--- config.mk ---
export PLATFORM = sky130hd
export DESIGN_NAME = mdcd_core
export DESIGN_NICKNAME = d
export VERILOG_FILES = /design/src/logic/mdcd_pkg.sv /design/src/logic/mdcd_core.sv /design/src/logic/mdcd_decode.sv
export SDC_FILE = /design/constraint.sdc
export NUM_CORES = 2
export LEC_CHECK = 0
export BUFFER_PORTS_ARGS = -buffer_cell sky130_fd_sc_hd__buf_4
export CAP_MARGIN = 20
export CELL_PAD_IN_SITES_DETAIL_PLACEMENT = 1
export CELL_PAD_IN_SITES_GLOBAL_PLACEMENT = 2
export CORE_ASPECT_RATIO = 1.25
export CORE_MARGIN = 4
export CORE_UTILIZATION = 33
export CTS_CLUSTER_DIAMETER = 60
export DETAILED_ROUTE_END_ITERATION = 16
export PLACE_DENSITY_LB_ADDON = 0.1
export SYNTH_ARGS = -nofsm -noshare
export SYNTH_HDL_FRONTEND = slang
export SYNTH_SLANG_ARGS = --single-unit
--- constraint.sdc ---
create_clock -name sys_clk -period 3.6 [get_ports sys_clk]
set_input_delay 0.18 -clock sys_clk [delete_from_list [all_inputs] [get_ports sys_clk]]
set_output_delay 0.18 -clock sys_clk [all_outputs]
set_load 0.05 [all_outputs]
--- src/logic/mdcd_pkg.sv ---
// Package: command word layout, decode codes and latch geometry for the command decoder
package mdcd_pkg;
   localparam int WORD_W = 24;
   localparam int DATA_W = 13;
   localparam int CODE6_W = 6;
   localparam int NUM_CH = 8;
   localparam int NUM_SET = 8;
   // Converter slots per channel: A0, A1, B, C, D
   localparam int NUM_SLOT = 5;
   localparam int NUM_CONV = NUM_CH * NUM_SLOT;
   localparam int CONV_IDX_W = 6;
   // Field positions inside the command word
   localparam int REG_HI = 23;
   localparam int REG_LO = 21;
   localparam int DAT_HI = 20;
   localparam int DAT_LO = 8;
   localparam int MODE_HI = 7;
   localparam int MODE_LO = 6;
   localparam int CHAN_HI = 5;
   localparam int CHAN_LO = 4;
   localparam int FADR_HI = 3;
   localparam int FADR_LO = 0;
   // Upper three function address bits
   localparam logic [2:0] FN_GRP_A = 3'h0;
   localparam logic [2:0] FN_GRP_A2 = 3'h1;
   localparam logic [2:0] FN_RSVD = 3'h2;
   localparam logic [2:0] FN_GRP_B = 3'h3;
   localparam logic [2:0] FN_GRP_C = 3'h4;
   localparam logic [2:0] FN_GRP_D = 3'h5;
   localparam logic [2:0] FN_SETREG = 3'h6;
   localparam logic [2:0] FN_CONFIG = 3'h7;
   localparam logic [1:0] MODE_CHAN = 2'h0;
   localparam logic [1:0] MODE_ALL = 2'h2;
   localparam logic [2:0] REG_CONFIG = 3'h0;
   localparam logic [1:0] CHAN_ALL = 2'h0;
   localparam logic [2:0] SLOT_A0 = 3'h0;
   localparam logic [2:0] SLOT_A1 = 3'h1;
   localparam logic [2:0] SLOT_B = 3'h2;
   localparam logic [2:0] SLOT_C = 3'h3;
   localparam logic [2:0] SLOT_D = 3'h4;
   localparam logic [2:0] SLOT_NONE = 3'h7;
   localparam logic [DATA_W-1:0] LATCH_RST = 13'h0000;
   localparam logic [2:0] SETREG_RST = 3'h0;

   // Fields of one received command word
   typedef struct packed {
      logic [2:0] regSel;
      logic [DATA_W-1:0] data;
      logic [1:0] mode;
      logic [1:0] chan;
      logic [3:0] fadr;
   } mdcd_word_s;

   // Decoded target of a word
   typedef struct packed {
      logic chanWrite;
      logic cfgWrite;
      logic allLoad;
      logic setLoad;
      logic [2:0] channel;
      logic [2:0] slot;
      logic [2:0] setNum;
   } mdcd_dec_s;
endpackage

--- src/logic/mdcd_core.sv ---
// Serial command decoder with two-rank converter latches and latch readback
// What this block does
// - Word bits: register select 23..21, data 20..8, mode 7..6, channel 5..4, address 3..0.
// - Channels 4..7 decode from channel field 1x plus address bit 0.
// - Address codes 011 B, 100 C, 101 D, 110 set register; 010 reserved.
// - Address 111 with register select 000 configures; data bit 0 picks calibration rank.
// - In configuration, data bit 1 picks group-C voltage or current output.
// - Six-bit converters take data bits 12..7 and ignore bits 6..0.
// - Mode 10, channel 00, address 000x loads every converter in parallel.
// - Mode bit 0 set means set load; set number from channel bits and mode bit 1.
// - Set load moves only addressed-set converters of the chosen group.
// - Scan enable high connects the addressed converter to readback; low disconnects.
// - Readback connection follows scan enable directly, without any clock edge.
// - Readback stays disconnected whenever the parallel-load address is selected.
// - Readback selects a converter by the same address fields as writing.
// - Rank select input picks first or second rank latches for capture.
// - Scan high and shift-out control high capture the latch on a clock edge.
// - Shift-out control low shifts the readback register out one bit per edge.
module mdcd_core
(
   input wire logic sys_clk,
   input wire logic sys_rst,
   input wire logic clkEn,
   input wire logic serialDataInput,
   input wire logic wordStrobe,
   input wire logic scanEnableInput,
   input wire logic rankSelect,
   input wire logic shiftOutControl_n,
   output logic latchReadbackOutput,
   output logic readbackConnect,
   output logic [mdcd_pkg::CONV_IDX_W-1:0] readbackIndex,
   output logic [mdcd_pkg::NUM_CONV*mdcd_pkg::DATA_W-1:0] outputLatches,
   output logic [mdcd_pkg::NUM_CH-1:0] groupCCurrent,
   output logic [mdcd_pkg::NUM_CH-1:0] calRank2
);
   localparam int CW = mdcd_pkg::DATA_W;

   // Converter index from channel and slot
   function automatic logic [mdcd_pkg::CONV_IDX_W-1:0] mdcd_idx(input logic [2:0] ch,
                                                                input logic [2:0] sl);
      mdcd_idx = 6'(ch * mdcd_pkg::NUM_SLOT + sl);
   endfunction

   // Pin synchronisers; the first stage feeds only the second
   logic [2:0] dinSync, strbSync, scanSync, rankSync, shSync;
   logic [2:0] next_dinSync, next_strbSync, next_scanSync, next_rankSync, next_shSync;
   logic [mdcd_pkg::WORD_W-1:0] shiftIn, next_shiftIn;
   logic [mdcd_pkg::WORD_W-1:0] cmdWord, next_cmdWord;
   logic cmdValid, next_cmdValid;
   logic [CW-1:0] rank1 [mdcd_pkg::NUM_CONV];
   logic [CW-1:0] next_rank1 [mdcd_pkg::NUM_CONV];
   logic [CW-1:0] rank2 [mdcd_pkg::NUM_CONV];
   logic [CW-1:0] next_rank2 [mdcd_pkg::NUM_CONV];
   logic [2:0] setReg [mdcd_pkg::NUM_CH];
   logic [2:0] next_setReg [mdcd_pkg::NUM_CH];
   logic [mdcd_pkg::NUM_CH-1:0] next_groupCCurrent, next_calRank2;
   logic [CW-1:0] readback, next_readback;
   mdcd_pkg::mdcd_word_s word;
   mdcd_pkg::mdcd_dec_s dec;
   logic strobeRise, strobeFall;
   logic [4:0] bitCount, next_bitCount;
   logic [CW-1:0] capData;
   logic [mdcd_pkg::CONV_IDX_W-1:0] wIdx;
   logic [CW-1:0] wData;
   logic shiftMode;

   assign word = mdcd_pkg::mdcd_word_s'(cmdWord);
   assign strobeRise = strbSync[1] && !strbSync[2];
   assign strobeFall = !strbSync[1] && strbSync[2];

   mdcd_decode mdcd_decode_inst
   (
      .word(word),
      .dec(dec)
   );

   assign wIdx = mdcd_idx(dec.channel, dec.slot);
   // Six-bit converters keep only the top six data bits
   assign wData = (dec.slot == mdcd_pkg::SLOT_D)
      ? {word.data[CW-1:CW-mdcd_pkg::CODE6_W], 7'h00} : word.data;
   assign readbackIndex = wIdx;

   // Analog path follows the raw pin so no clock is needed to switch it
   // The last taken word keeps its address, so the switch stays on between strobes
   assign readbackConnect = scanEnableInput && !dec.allLoad
      && !dec.setLoad && dec.slot != mdcd_pkg::SLOT_NONE;
   // Words without a converter read as zero rather than indexing past the array
   assign capData = (dec.slot == mdcd_pkg::SLOT_NONE) ? mdcd_pkg::LATCH_RST
      : (rankSync[2] ? rank2[wIdx] : rank1[wIdx]);
   assign shiftMode = !shSync[2];
   assign latchReadbackOutput = readback[CW-1];

   // Synchroniser and serial word shifter
   always_comb
   begin
      next_dinSync = {dinSync[1:0], serialDataInput};
      next_strbSync = {strbSync[1:0], wordStrobe};
      next_scanSync = {scanSync[1:0], scanEnableInput};
      next_rankSync = {rankSync[1:0], rankSelect};
      next_shSync = {shSync[1:0], shiftOutControl_n};
      next_shiftIn = shiftIn;
      next_bitCount = bitCount;
      next_cmdWord = cmdWord;
      next_cmdValid = 1'b0;
      if (strobeRise)
      begin
         next_shiftIn = {shiftIn[mdcd_pkg::WORD_W-2:0], dinSync[2]};
         next_bitCount = bitCount + 5'h01;
      end
      // Only a full word executes; a partial word would scribble over other latches
      if (strobeFall && bitCount == 5'(mdcd_pkg::WORD_W))
      begin
         next_bitCount = 5'h00;
         if (shSync[2])
         begin
            next_cmdWord = shiftIn;
            next_cmdValid = 1'b1;
         end
      end
   end

   always_ff @(posedge sys_clk)
   begin
      if (sys_rst)
      begin
         dinSync <= '0;
         strbSync <= '0;
         scanSync <= '0;
         rankSync <= '0;
         shSync <= 3'h7;
         shiftIn <= '0;
         bitCount <= '0;
         cmdWord <= '0;
         cmdValid <= 1'b0;
      end
      else if (clkEn)
      begin
         dinSync <= next_dinSync;
         strbSync <= next_strbSync;
         scanSync <= next_scanSync;
         rankSync <= next_rankSync;
         shSync <= next_shSync;
         shiftIn <= next_shiftIn;
         bitCount <= next_bitCount;
         cmdWord <= next_cmdWord;
         cmdValid <= next_cmdValid;
      end
   end

   // Latch ranks, set registers and channel configuration
   always_comb
   begin
      next_rank1 = rank1;
      next_rank2 = rank2;
      next_setReg = setReg;
      next_groupCCurrent = groupCCurrent;
      next_calRank2 = calRank2;
      if (cmdValid)
      begin
         if (dec.chanWrite && dec.slot != mdcd_pkg::SLOT_NONE)
         begin
            next_rank1[wIdx] = wData;
         end
         if (dec.chanWrite && word.fadr[3:1] == mdcd_pkg::FN_SETREG)
         begin
            next_setReg[dec.channel] = word.data[2:0];
         end
         if (dec.cfgWrite)
         begin
            next_calRank2[dec.channel] = word.data[0];
            next_groupCCurrent[dec.channel] = word.data[1];
         end
         for (int c = 0; c < mdcd_pkg::NUM_CH; c++)
         begin
            for (int s = 0; s < mdcd_pkg::NUM_SLOT; s++)
            begin
               if (dec.allLoad || (dec.setLoad && setReg[c] == dec.setNum
                   && 3'(s) == dec.slot))
               begin
                  next_rank2[c*mdcd_pkg::NUM_SLOT+s] = rank1[c*mdcd_pkg::NUM_SLOT+s];
               end
            end
         end
      end
   end

   always_ff @(posedge sys_clk)
   begin
      if (sys_rst)
      begin
         for (int i = 0; i < mdcd_pkg::NUM_CONV; i++)
         begin
            rank1[i] <= mdcd_pkg::LATCH_RST;
            rank2[i] <= mdcd_pkg::LATCH_RST;
         end
         for (int c = 0; c < mdcd_pkg::NUM_CH; c++)
         begin
            setReg[c] <= mdcd_pkg::SETREG_RST;
         end
         groupCCurrent <= '0;
         calRank2 <= '0;
      end
      else if (clkEn)
      begin
         rank1 <= next_rank1;
         rank2 <= next_rank2;
         setReg <= next_setReg;
         groupCCurrent <= next_groupCCurrent;
         calRank2 <= next_calRank2;
      end
   end

   // Readback register: capture when scan high and shift control high, shift when shift control low, else hold
   always_comb
   begin
      next_readback = readback;
      if (scanSync[2] && !shiftMode)
      begin
         next_readback = capData;
      end
      else if (shiftMode)
      begin
         next_readback = {readback[CW-2:0], 1'b0};
      end
   end

   always_ff @(posedge sys_clk)
   begin
      if (sys_rst)
      begin
         readback <= mdcd_pkg::LATCH_RST;
      end
      else if (clkEn)
      begin
         readback <= next_readback;
      end
   end

   // Flatten second rank for the converter outputs
   always_comb
   begin
      outputLatches = '0;
      for (int i = 0; i < mdcd_pkg::NUM_CONV; i++)
      begin
         outputLatches[i*CW +: CW] = rank2[i];
      end
   end

   // Load commands never leave the readback path connected
   a_noscan_on_load: assert property (@(posedge sys_clk) disable iff (sys_rst)
      (dec.allLoad || dec.setLoad) |-> !readbackConnect)
      else $error("readback connected during load");
   a_scan_off_low: assert property (@(posedge sys_clk) disable iff (sys_rst)
      !scanEnableInput |-> !readbackConnect)
      else $error("readback connected without scan");
   a_write_rank1: assert property (@(posedge sys_clk) disable iff (sys_rst)
      (clkEn && cmdValid && dec.chanWrite && dec.slot != mdcd_pkg::SLOT_NONE)
      |=> rank1[$past(wIdx)] == $past(wData))
      else $error("first rank not written");
   a_all_load: assert property (@(posedge sys_clk) disable iff (sys_rst)
      (clkEn && cmdValid && dec.allLoad) |=> rank2[0] == $past(rank1[0]))
      else $error("parallel load missed");
   a_rank2_hold: assert property (@(posedge sys_clk) disable iff (sys_rst)
      (clkEn && !(cmdValid && (dec.allLoad || dec.setLoad))) |=> $stable(rank2[0]))
      else $error("second rank moved without load");
   a_shift_msb: assert property (@(posedge sys_clk) disable iff (sys_rst)
      (clkEn && shiftMode) |=> latchReadbackOutput == $past(readback[CW-2]))
      else $error("readback not shifted msb first");
   a_capture_rank: assert property (@(posedge sys_clk) disable iff (sys_rst)
      (clkEn && scanSync[2] && !shiftMode) |=> readback == $past(capData))
      else $error("readback capture wrong");
   a_cfg_write: assert property (@(posedge sys_clk) disable iff (sys_rst)
      (clkEn && cmdValid && dec.cfgWrite) |=> groupCCurrent[$past(dec.channel)]
      == $past(word.data[1]) && calRank2[$past(dec.channel)] == $past(word.data[0]))
      else $error("configuration write lost");
   c_all_load: cover property (@(posedge sys_clk) cmdValid && dec.allLoad);
   c_set_load: cover property (@(posedge sys_clk) cmdValid && dec.setLoad);
   c_shift_out: cover property (@(posedge sys_clk) shiftMode [*3]);
endmodule

--- src/logic/mdcd_decode.sv ---
// Combinational decoder from one command word to its target
module mdcd_decode
(
   input mdcd_pkg::mdcd_word_s word,
   output mdcd_pkg::mdcd_dec_s dec
);
   // Address to slot mapping shared by writes and set loads
   function automatic logic [2:0] mdcd_slot(input logic [3:0] fadr);
      case (fadr[3:1])
         mdcd_pkg::FN_GRP_A: mdcd_slot = fadr[1] ? mdcd_pkg::SLOT_A1 : mdcd_pkg::SLOT_A0;
         mdcd_pkg::FN_GRP_A2: mdcd_slot = mdcd_pkg::SLOT_A1;
         mdcd_pkg::FN_GRP_B: mdcd_slot = mdcd_pkg::SLOT_B;
         mdcd_pkg::FN_GRP_C: mdcd_slot = mdcd_pkg::SLOT_C;
         mdcd_pkg::FN_GRP_D: mdcd_slot = mdcd_pkg::SLOT_D;
         default: mdcd_slot = mdcd_pkg::SLOT_NONE;
      endcase
   endfunction

   // Field decode; reserved code 010 selects nothing
   always_comb
   begin
      dec = '0;
      // Channel 4..7: channel field 1x plus address bit 0
      dec.channel = {word.chan, word.fadr[0]};
      dec.slot = mdcd_slot(word.fadr);
      dec.setNum = {word.chan, word.mode[1]};
      if (word.mode[0])
      begin
         dec.setLoad = (dec.slot != mdcd_pkg::SLOT_NONE);
      end
      else if (word.mode == mdcd_pkg::MODE_ALL && word.chan == mdcd_pkg::CHAN_ALL
               && word.fadr[3:1] == mdcd_pkg::FN_GRP_A)
      begin
         dec.allLoad = 1'b1;
      end
      else if (word.mode == mdcd_pkg::MODE_CHAN)
      begin
         dec.cfgWrite = (word.fadr[3:1] == mdcd_pkg::FN_CONFIG)
            && (word.regSel == mdcd_pkg::REG_CONFIG);
         dec.chanWrite = (dec.slot != mdcd_pkg::SLOT_NONE)
            || (word.fadr[3:1] == mdcd_pkg::FN_SETREG);
      end
   end
endmodule

==> impl_metrics.env <==
export IMPL_violations="negative setup slack"
export IMPL_hp_start="shiftOutControl_n"
export IMPL_synthSimpleGateAreaFrac_pct=15.6
export IMPL_synth_compound_area_share_pct=9.40
export IMPL_yosysTopAreaCell="dfxtp_1"
export IMPL_p_switching_w=0.00612
export IMPL_die_h_um=449
export IMPL_tightest_slew_ns=1.13
export IMPL_grt_max_degree=202
export IMPL_power_share_sequential_pct=46.9
export IMPL_arrival_ns=4.41
export IMPL_drc=0
export IMPL_num_fill_cells=17300
export IMPL_dieArea_um2=162000
export IMPL_area_delta_synth_final_pct=30.2
export IMPL_power_density_nw_per_um2=409
export IMPL_fin_util_pct=43.3
export IMPL_fin_crit_sh_pct=104
export IMPL_fin_skew_ns=0.0276
export IMPL_io_buffers=551
export IMPL_max_slew_margin_pct=24.8
export IMPL_fin_ws_ns=-0.150
export IMPL_cts_buffers=134
export IMPL_row_count=161
export IMPL_yosysSeqAreaShare_pct=45.2
export IMPL_async_flop_share_pct=0
export IMPL_final_net_count=6209
export IMPL_synth_cell_type_count=72
export IMPL_drt_wirelength_per_cell_um=29.4
export IMPL_grt_pass1_wl_mm=346
export IMPL_pwr_share_clk_pct=51.8
export IMPL_end_kind="flip-flop"
export IMPL_vias=45200
export IMPL_grt_overflow_total=0
export IMPL_cts_tree="done"
export IMPL_period_needed_ns=3.75
export IMPL_synth_top_cell_area_share_pct=45.2
export IMPL_final_common_cell="nand2_1"
export IMPL_detail_route_antenna_nets=0
export IMPL_crit_type="flip-flop to flip-flop"
export IMPL_cts_buffer_depth=3
export IMPL_grt_use_total_pct=29.3
export IMPL_slew_violations=0
export IMPL_totalWireLength_mm=245
export IMPL_r2r_cells=12
export IMPL_cts_sinks=1162
export IMPL_peakVddDrop_mv=0.499
export IMPL_status="finished, violations left"
export IMPL_p_leak_nw=23.2
export IMPL_clk_insertion_delay_late_ns=0.79
export IMPL_synth_top_family_by_area="multiplexers"
export IMPL_clk_pin_slew_ns=0.06
export IMPL_synth_xor_area_share_pct=0.525
export IMPL_r2r_end="readback[2]$_SDFFE_PP0P_"
export IMPL_grt_pass1_vias=45500
export IMPL_swShare_pct=22.3
export IMPL_synth_warnings=0
export IMPL_hold_path_class="primary input to flip-flop"
export IMPL_synthMuxAreaShare_pct=24.2
export IMPL_first_iter_violations=3833
export IMPL_yosys_top_cells_area="dfxtp_1 (45%), mux2i_1 (14%), nand2_1 (9.4%)"
export IMPL_root_buffer="clkbuf_16"
export IMPL_rsz0062_at_grt="true"
export IMPL_synth_cells=5503
export IMPL_min_path_cells=4
export IMPL_place_hpwl_mm=175
export IMPL_r2r_start="cmdWord[3]$_SDFFE_PP0P_"
export IMPL_start_util_pct=33.3
export IMPL_antenna_found_initial=7
export IMPL_timing_fmax_mhz=267
export IMPL_synth_seq_cells=1162
export IMPL_maxCapViolations=0
export IMPL_avgSynthCellArea_um2=9.35
export IMPL_ios=552
export IMPL_via_per_inst=5.42
export IMPL_syn_cell_area_um2=51500
export IMPL_crit_fanout=27
export IMPL_synth_edf_count=0
export IMPL_gp_congestion=0.919
export IMPL_mostFrequentLayoutCells="nand2_1 (1,275), dfxtp_1 (1,153), buf_4 (827)"
export IMPL_p_comb_share_pct=1.2
export IMPL_rrSetupSlack_ns=-0.15
export IMPL_holdPathEnd="shSync[0]$_SDFFE_PP1P_"
export IMPL_die_w_um=361
export IMPL_finalHoldViolCount=0
export IMPL_cp_start_kind="flip-flop"
export IMPL_total_power_w=0.0274
export IMPL_ctsHtreeMaxLevel=4
export IMPL_post_route_cells_drive_above_1_share_pct=26.6
export IMPL_coreArea_um2=155000
export IMPL_internal_power_w=0.0213
export IMPL_first_pass_iters=5
export IMPL_synthesis_nets=5523
export IMPL_yosys_most_used_dff="dfxtp_1"
export IMPL_worstPathRequired_ns=4.26
export IMPL_synthAdderAreaFrac_pct=0.306
export IMPL_finalSetupViolations=14
worst max-delay path: stages (launching register included):
cell       delay, ns
dfxtp_4         0.41
xor2_2          0.16
a21oi_2         0.09
ha_4            0.17
ha_4            0.16
fa_4            0.90
buf_12          0.19
buf_16          0.21
mux4_2          0.38
mux2i_1         0.43
a2111oi_1       0.19
a32oi_1         0.18
o211ai_1        0.12
what timing repair did:
item,CTS,global route
hold buffers,10,0
pin swaps,13,39
endpoints found under the hold margin,47,0
setup endpoints to repair,524,383
buffers inserted,11,7
gates cloned,3,2
resized for setup,137,132
per-stage QoR:
step / area (um^2) / TNS (ns) / instances / hold slack, ns / setup WS [ns]
after floorplan: 51500 / -0.0141 / 5503 / 0.308 / -0.00845
after global placement: 61000 / -52.47 / 8062 / 0.425 / -0.479
after detailed placement: 61000 / -90.15 / 8063 / 0.434 / -0.575
after CTS: 66400 / -1.24 / 8320 / 0.197 / -0.140
after global routing: 67000 / -2.64 / 8328 / 0.248 / -0.214
final: 67000 / -1.13 / 8329 / 0.268 / -0.150
layout make-up:
| class | instances | area, um^2 | area share, % |
|---|---|---|---|
| well taps | 2037 | 2550 | 3.81 |
| inverters | 19 | 75.1 | 0.112 |
| multi-input cells | 3857 | 26700 | 39.9 |
| flip-flops and latches | 1162 | 23300 | 34.8 |
| diodes | 3 | 7.51 | 0.0112 |
| clock buffers | 197 | 4010 | 5.99 |
| clock inverters | 39 | 513 | 0.766 |
| repair buffers | 1015 | 9790 | 14.6 |
registers in the layout, indices dropped and copies added, names as in the netlist, 5 cells and up:
register and cells:
setReg 24, calRank2 8, groupCCurrent 8, shiftIn 24, rank1 520, bitCount 5, readback 13, outputLatches 520
cmdWord 24
power groups by stage:
stage / sequential (W) / combinational (W) / clock [W]
finish: 0.0129 / 0.000337 / 0.0142
global placement: 0.0132 / 0.000323 / 0
CTS: 0.0129 / 0.000333 / 0.0145
global route: 0.0129 / 0.000359 / 0.0150
floorplan: 0.0132 / 0.000213 / 0
detailed placement: 0.0132 / 0.000322 / 0
cells in the mapped netlist (5+ instances only):
cell type  number
nand4_1        10
o22ai_1         8
buf_8           6
mux4_2        207
nor2b_1        11
nor4_1         11
buf_1          15
ha_1           11
a21o_1          8
nand2_1      1295
a22oi_1        35
a21oi_2        11
dfxtp_1      1162
buf_2          72
buf_4          37
a211oi_1       12
a21oi_4        29
clkbuf_1      291
a31oi_1         6
mux4_1         23
and2_1         13
a21oi_1       644
o21ai_0        31
and3_1          5
nor2_1        609
inv_1          19
mux2i_1       696
buf_6          41
a221oi_1       18
mux2_2         15
nand2b_1        6
nor3_1         13
xor2_1         28
nand3_1        37
worst max path at each step:
stage | startpoint | to | slack [ns]
after floorplan | cmdWord[1]$_SDFFE_PP0P_ | readback[2]$_SDFFE_PP0P_ | -0.008
after global placement | cmdWord[1]$_SDFFE_PP0P_ | readback[10]$_SDFFE_PP0P_ | -0.48
after detailed placement | cmdWord[2]$_SDFFE_PP0P_ | readback[10]$_SDFFE_PP0P_ | -0.57
after CTS | cmdWord[3]$_SDFFE_PP0P_ | readback[1]$_SDFFE_PP0P_ | -0.14
after global routing | cmdWord[3]$_SDFFE_PP0P_ | readback[2]$_SDFFE_PP0P_ | -0.21
final | cmdWord[3]$_SDFFE_PP0P_ | readback[2]$_SDFFE_PP0P_ | -0.15
cells by family after synthesis:
kind of cell,Yosys count
simple gates,2042
buf+inv,484
flops,1162
xor+xnor,30
mux,943
compound gates,830
fa+ha+maj,12
metal layers:
metal / up-vias / wire [um] / track usage, %
met1: 23100 / 105000 / 38.3
li1: 20300 / - / -
met2: 1439 / 117000 / 49.0
met5: - / 0 / 0
met3: 311 / 13600 / 4.54
met4: 0 / 9080 / 10.5
(Power assumes the default switching activity.)
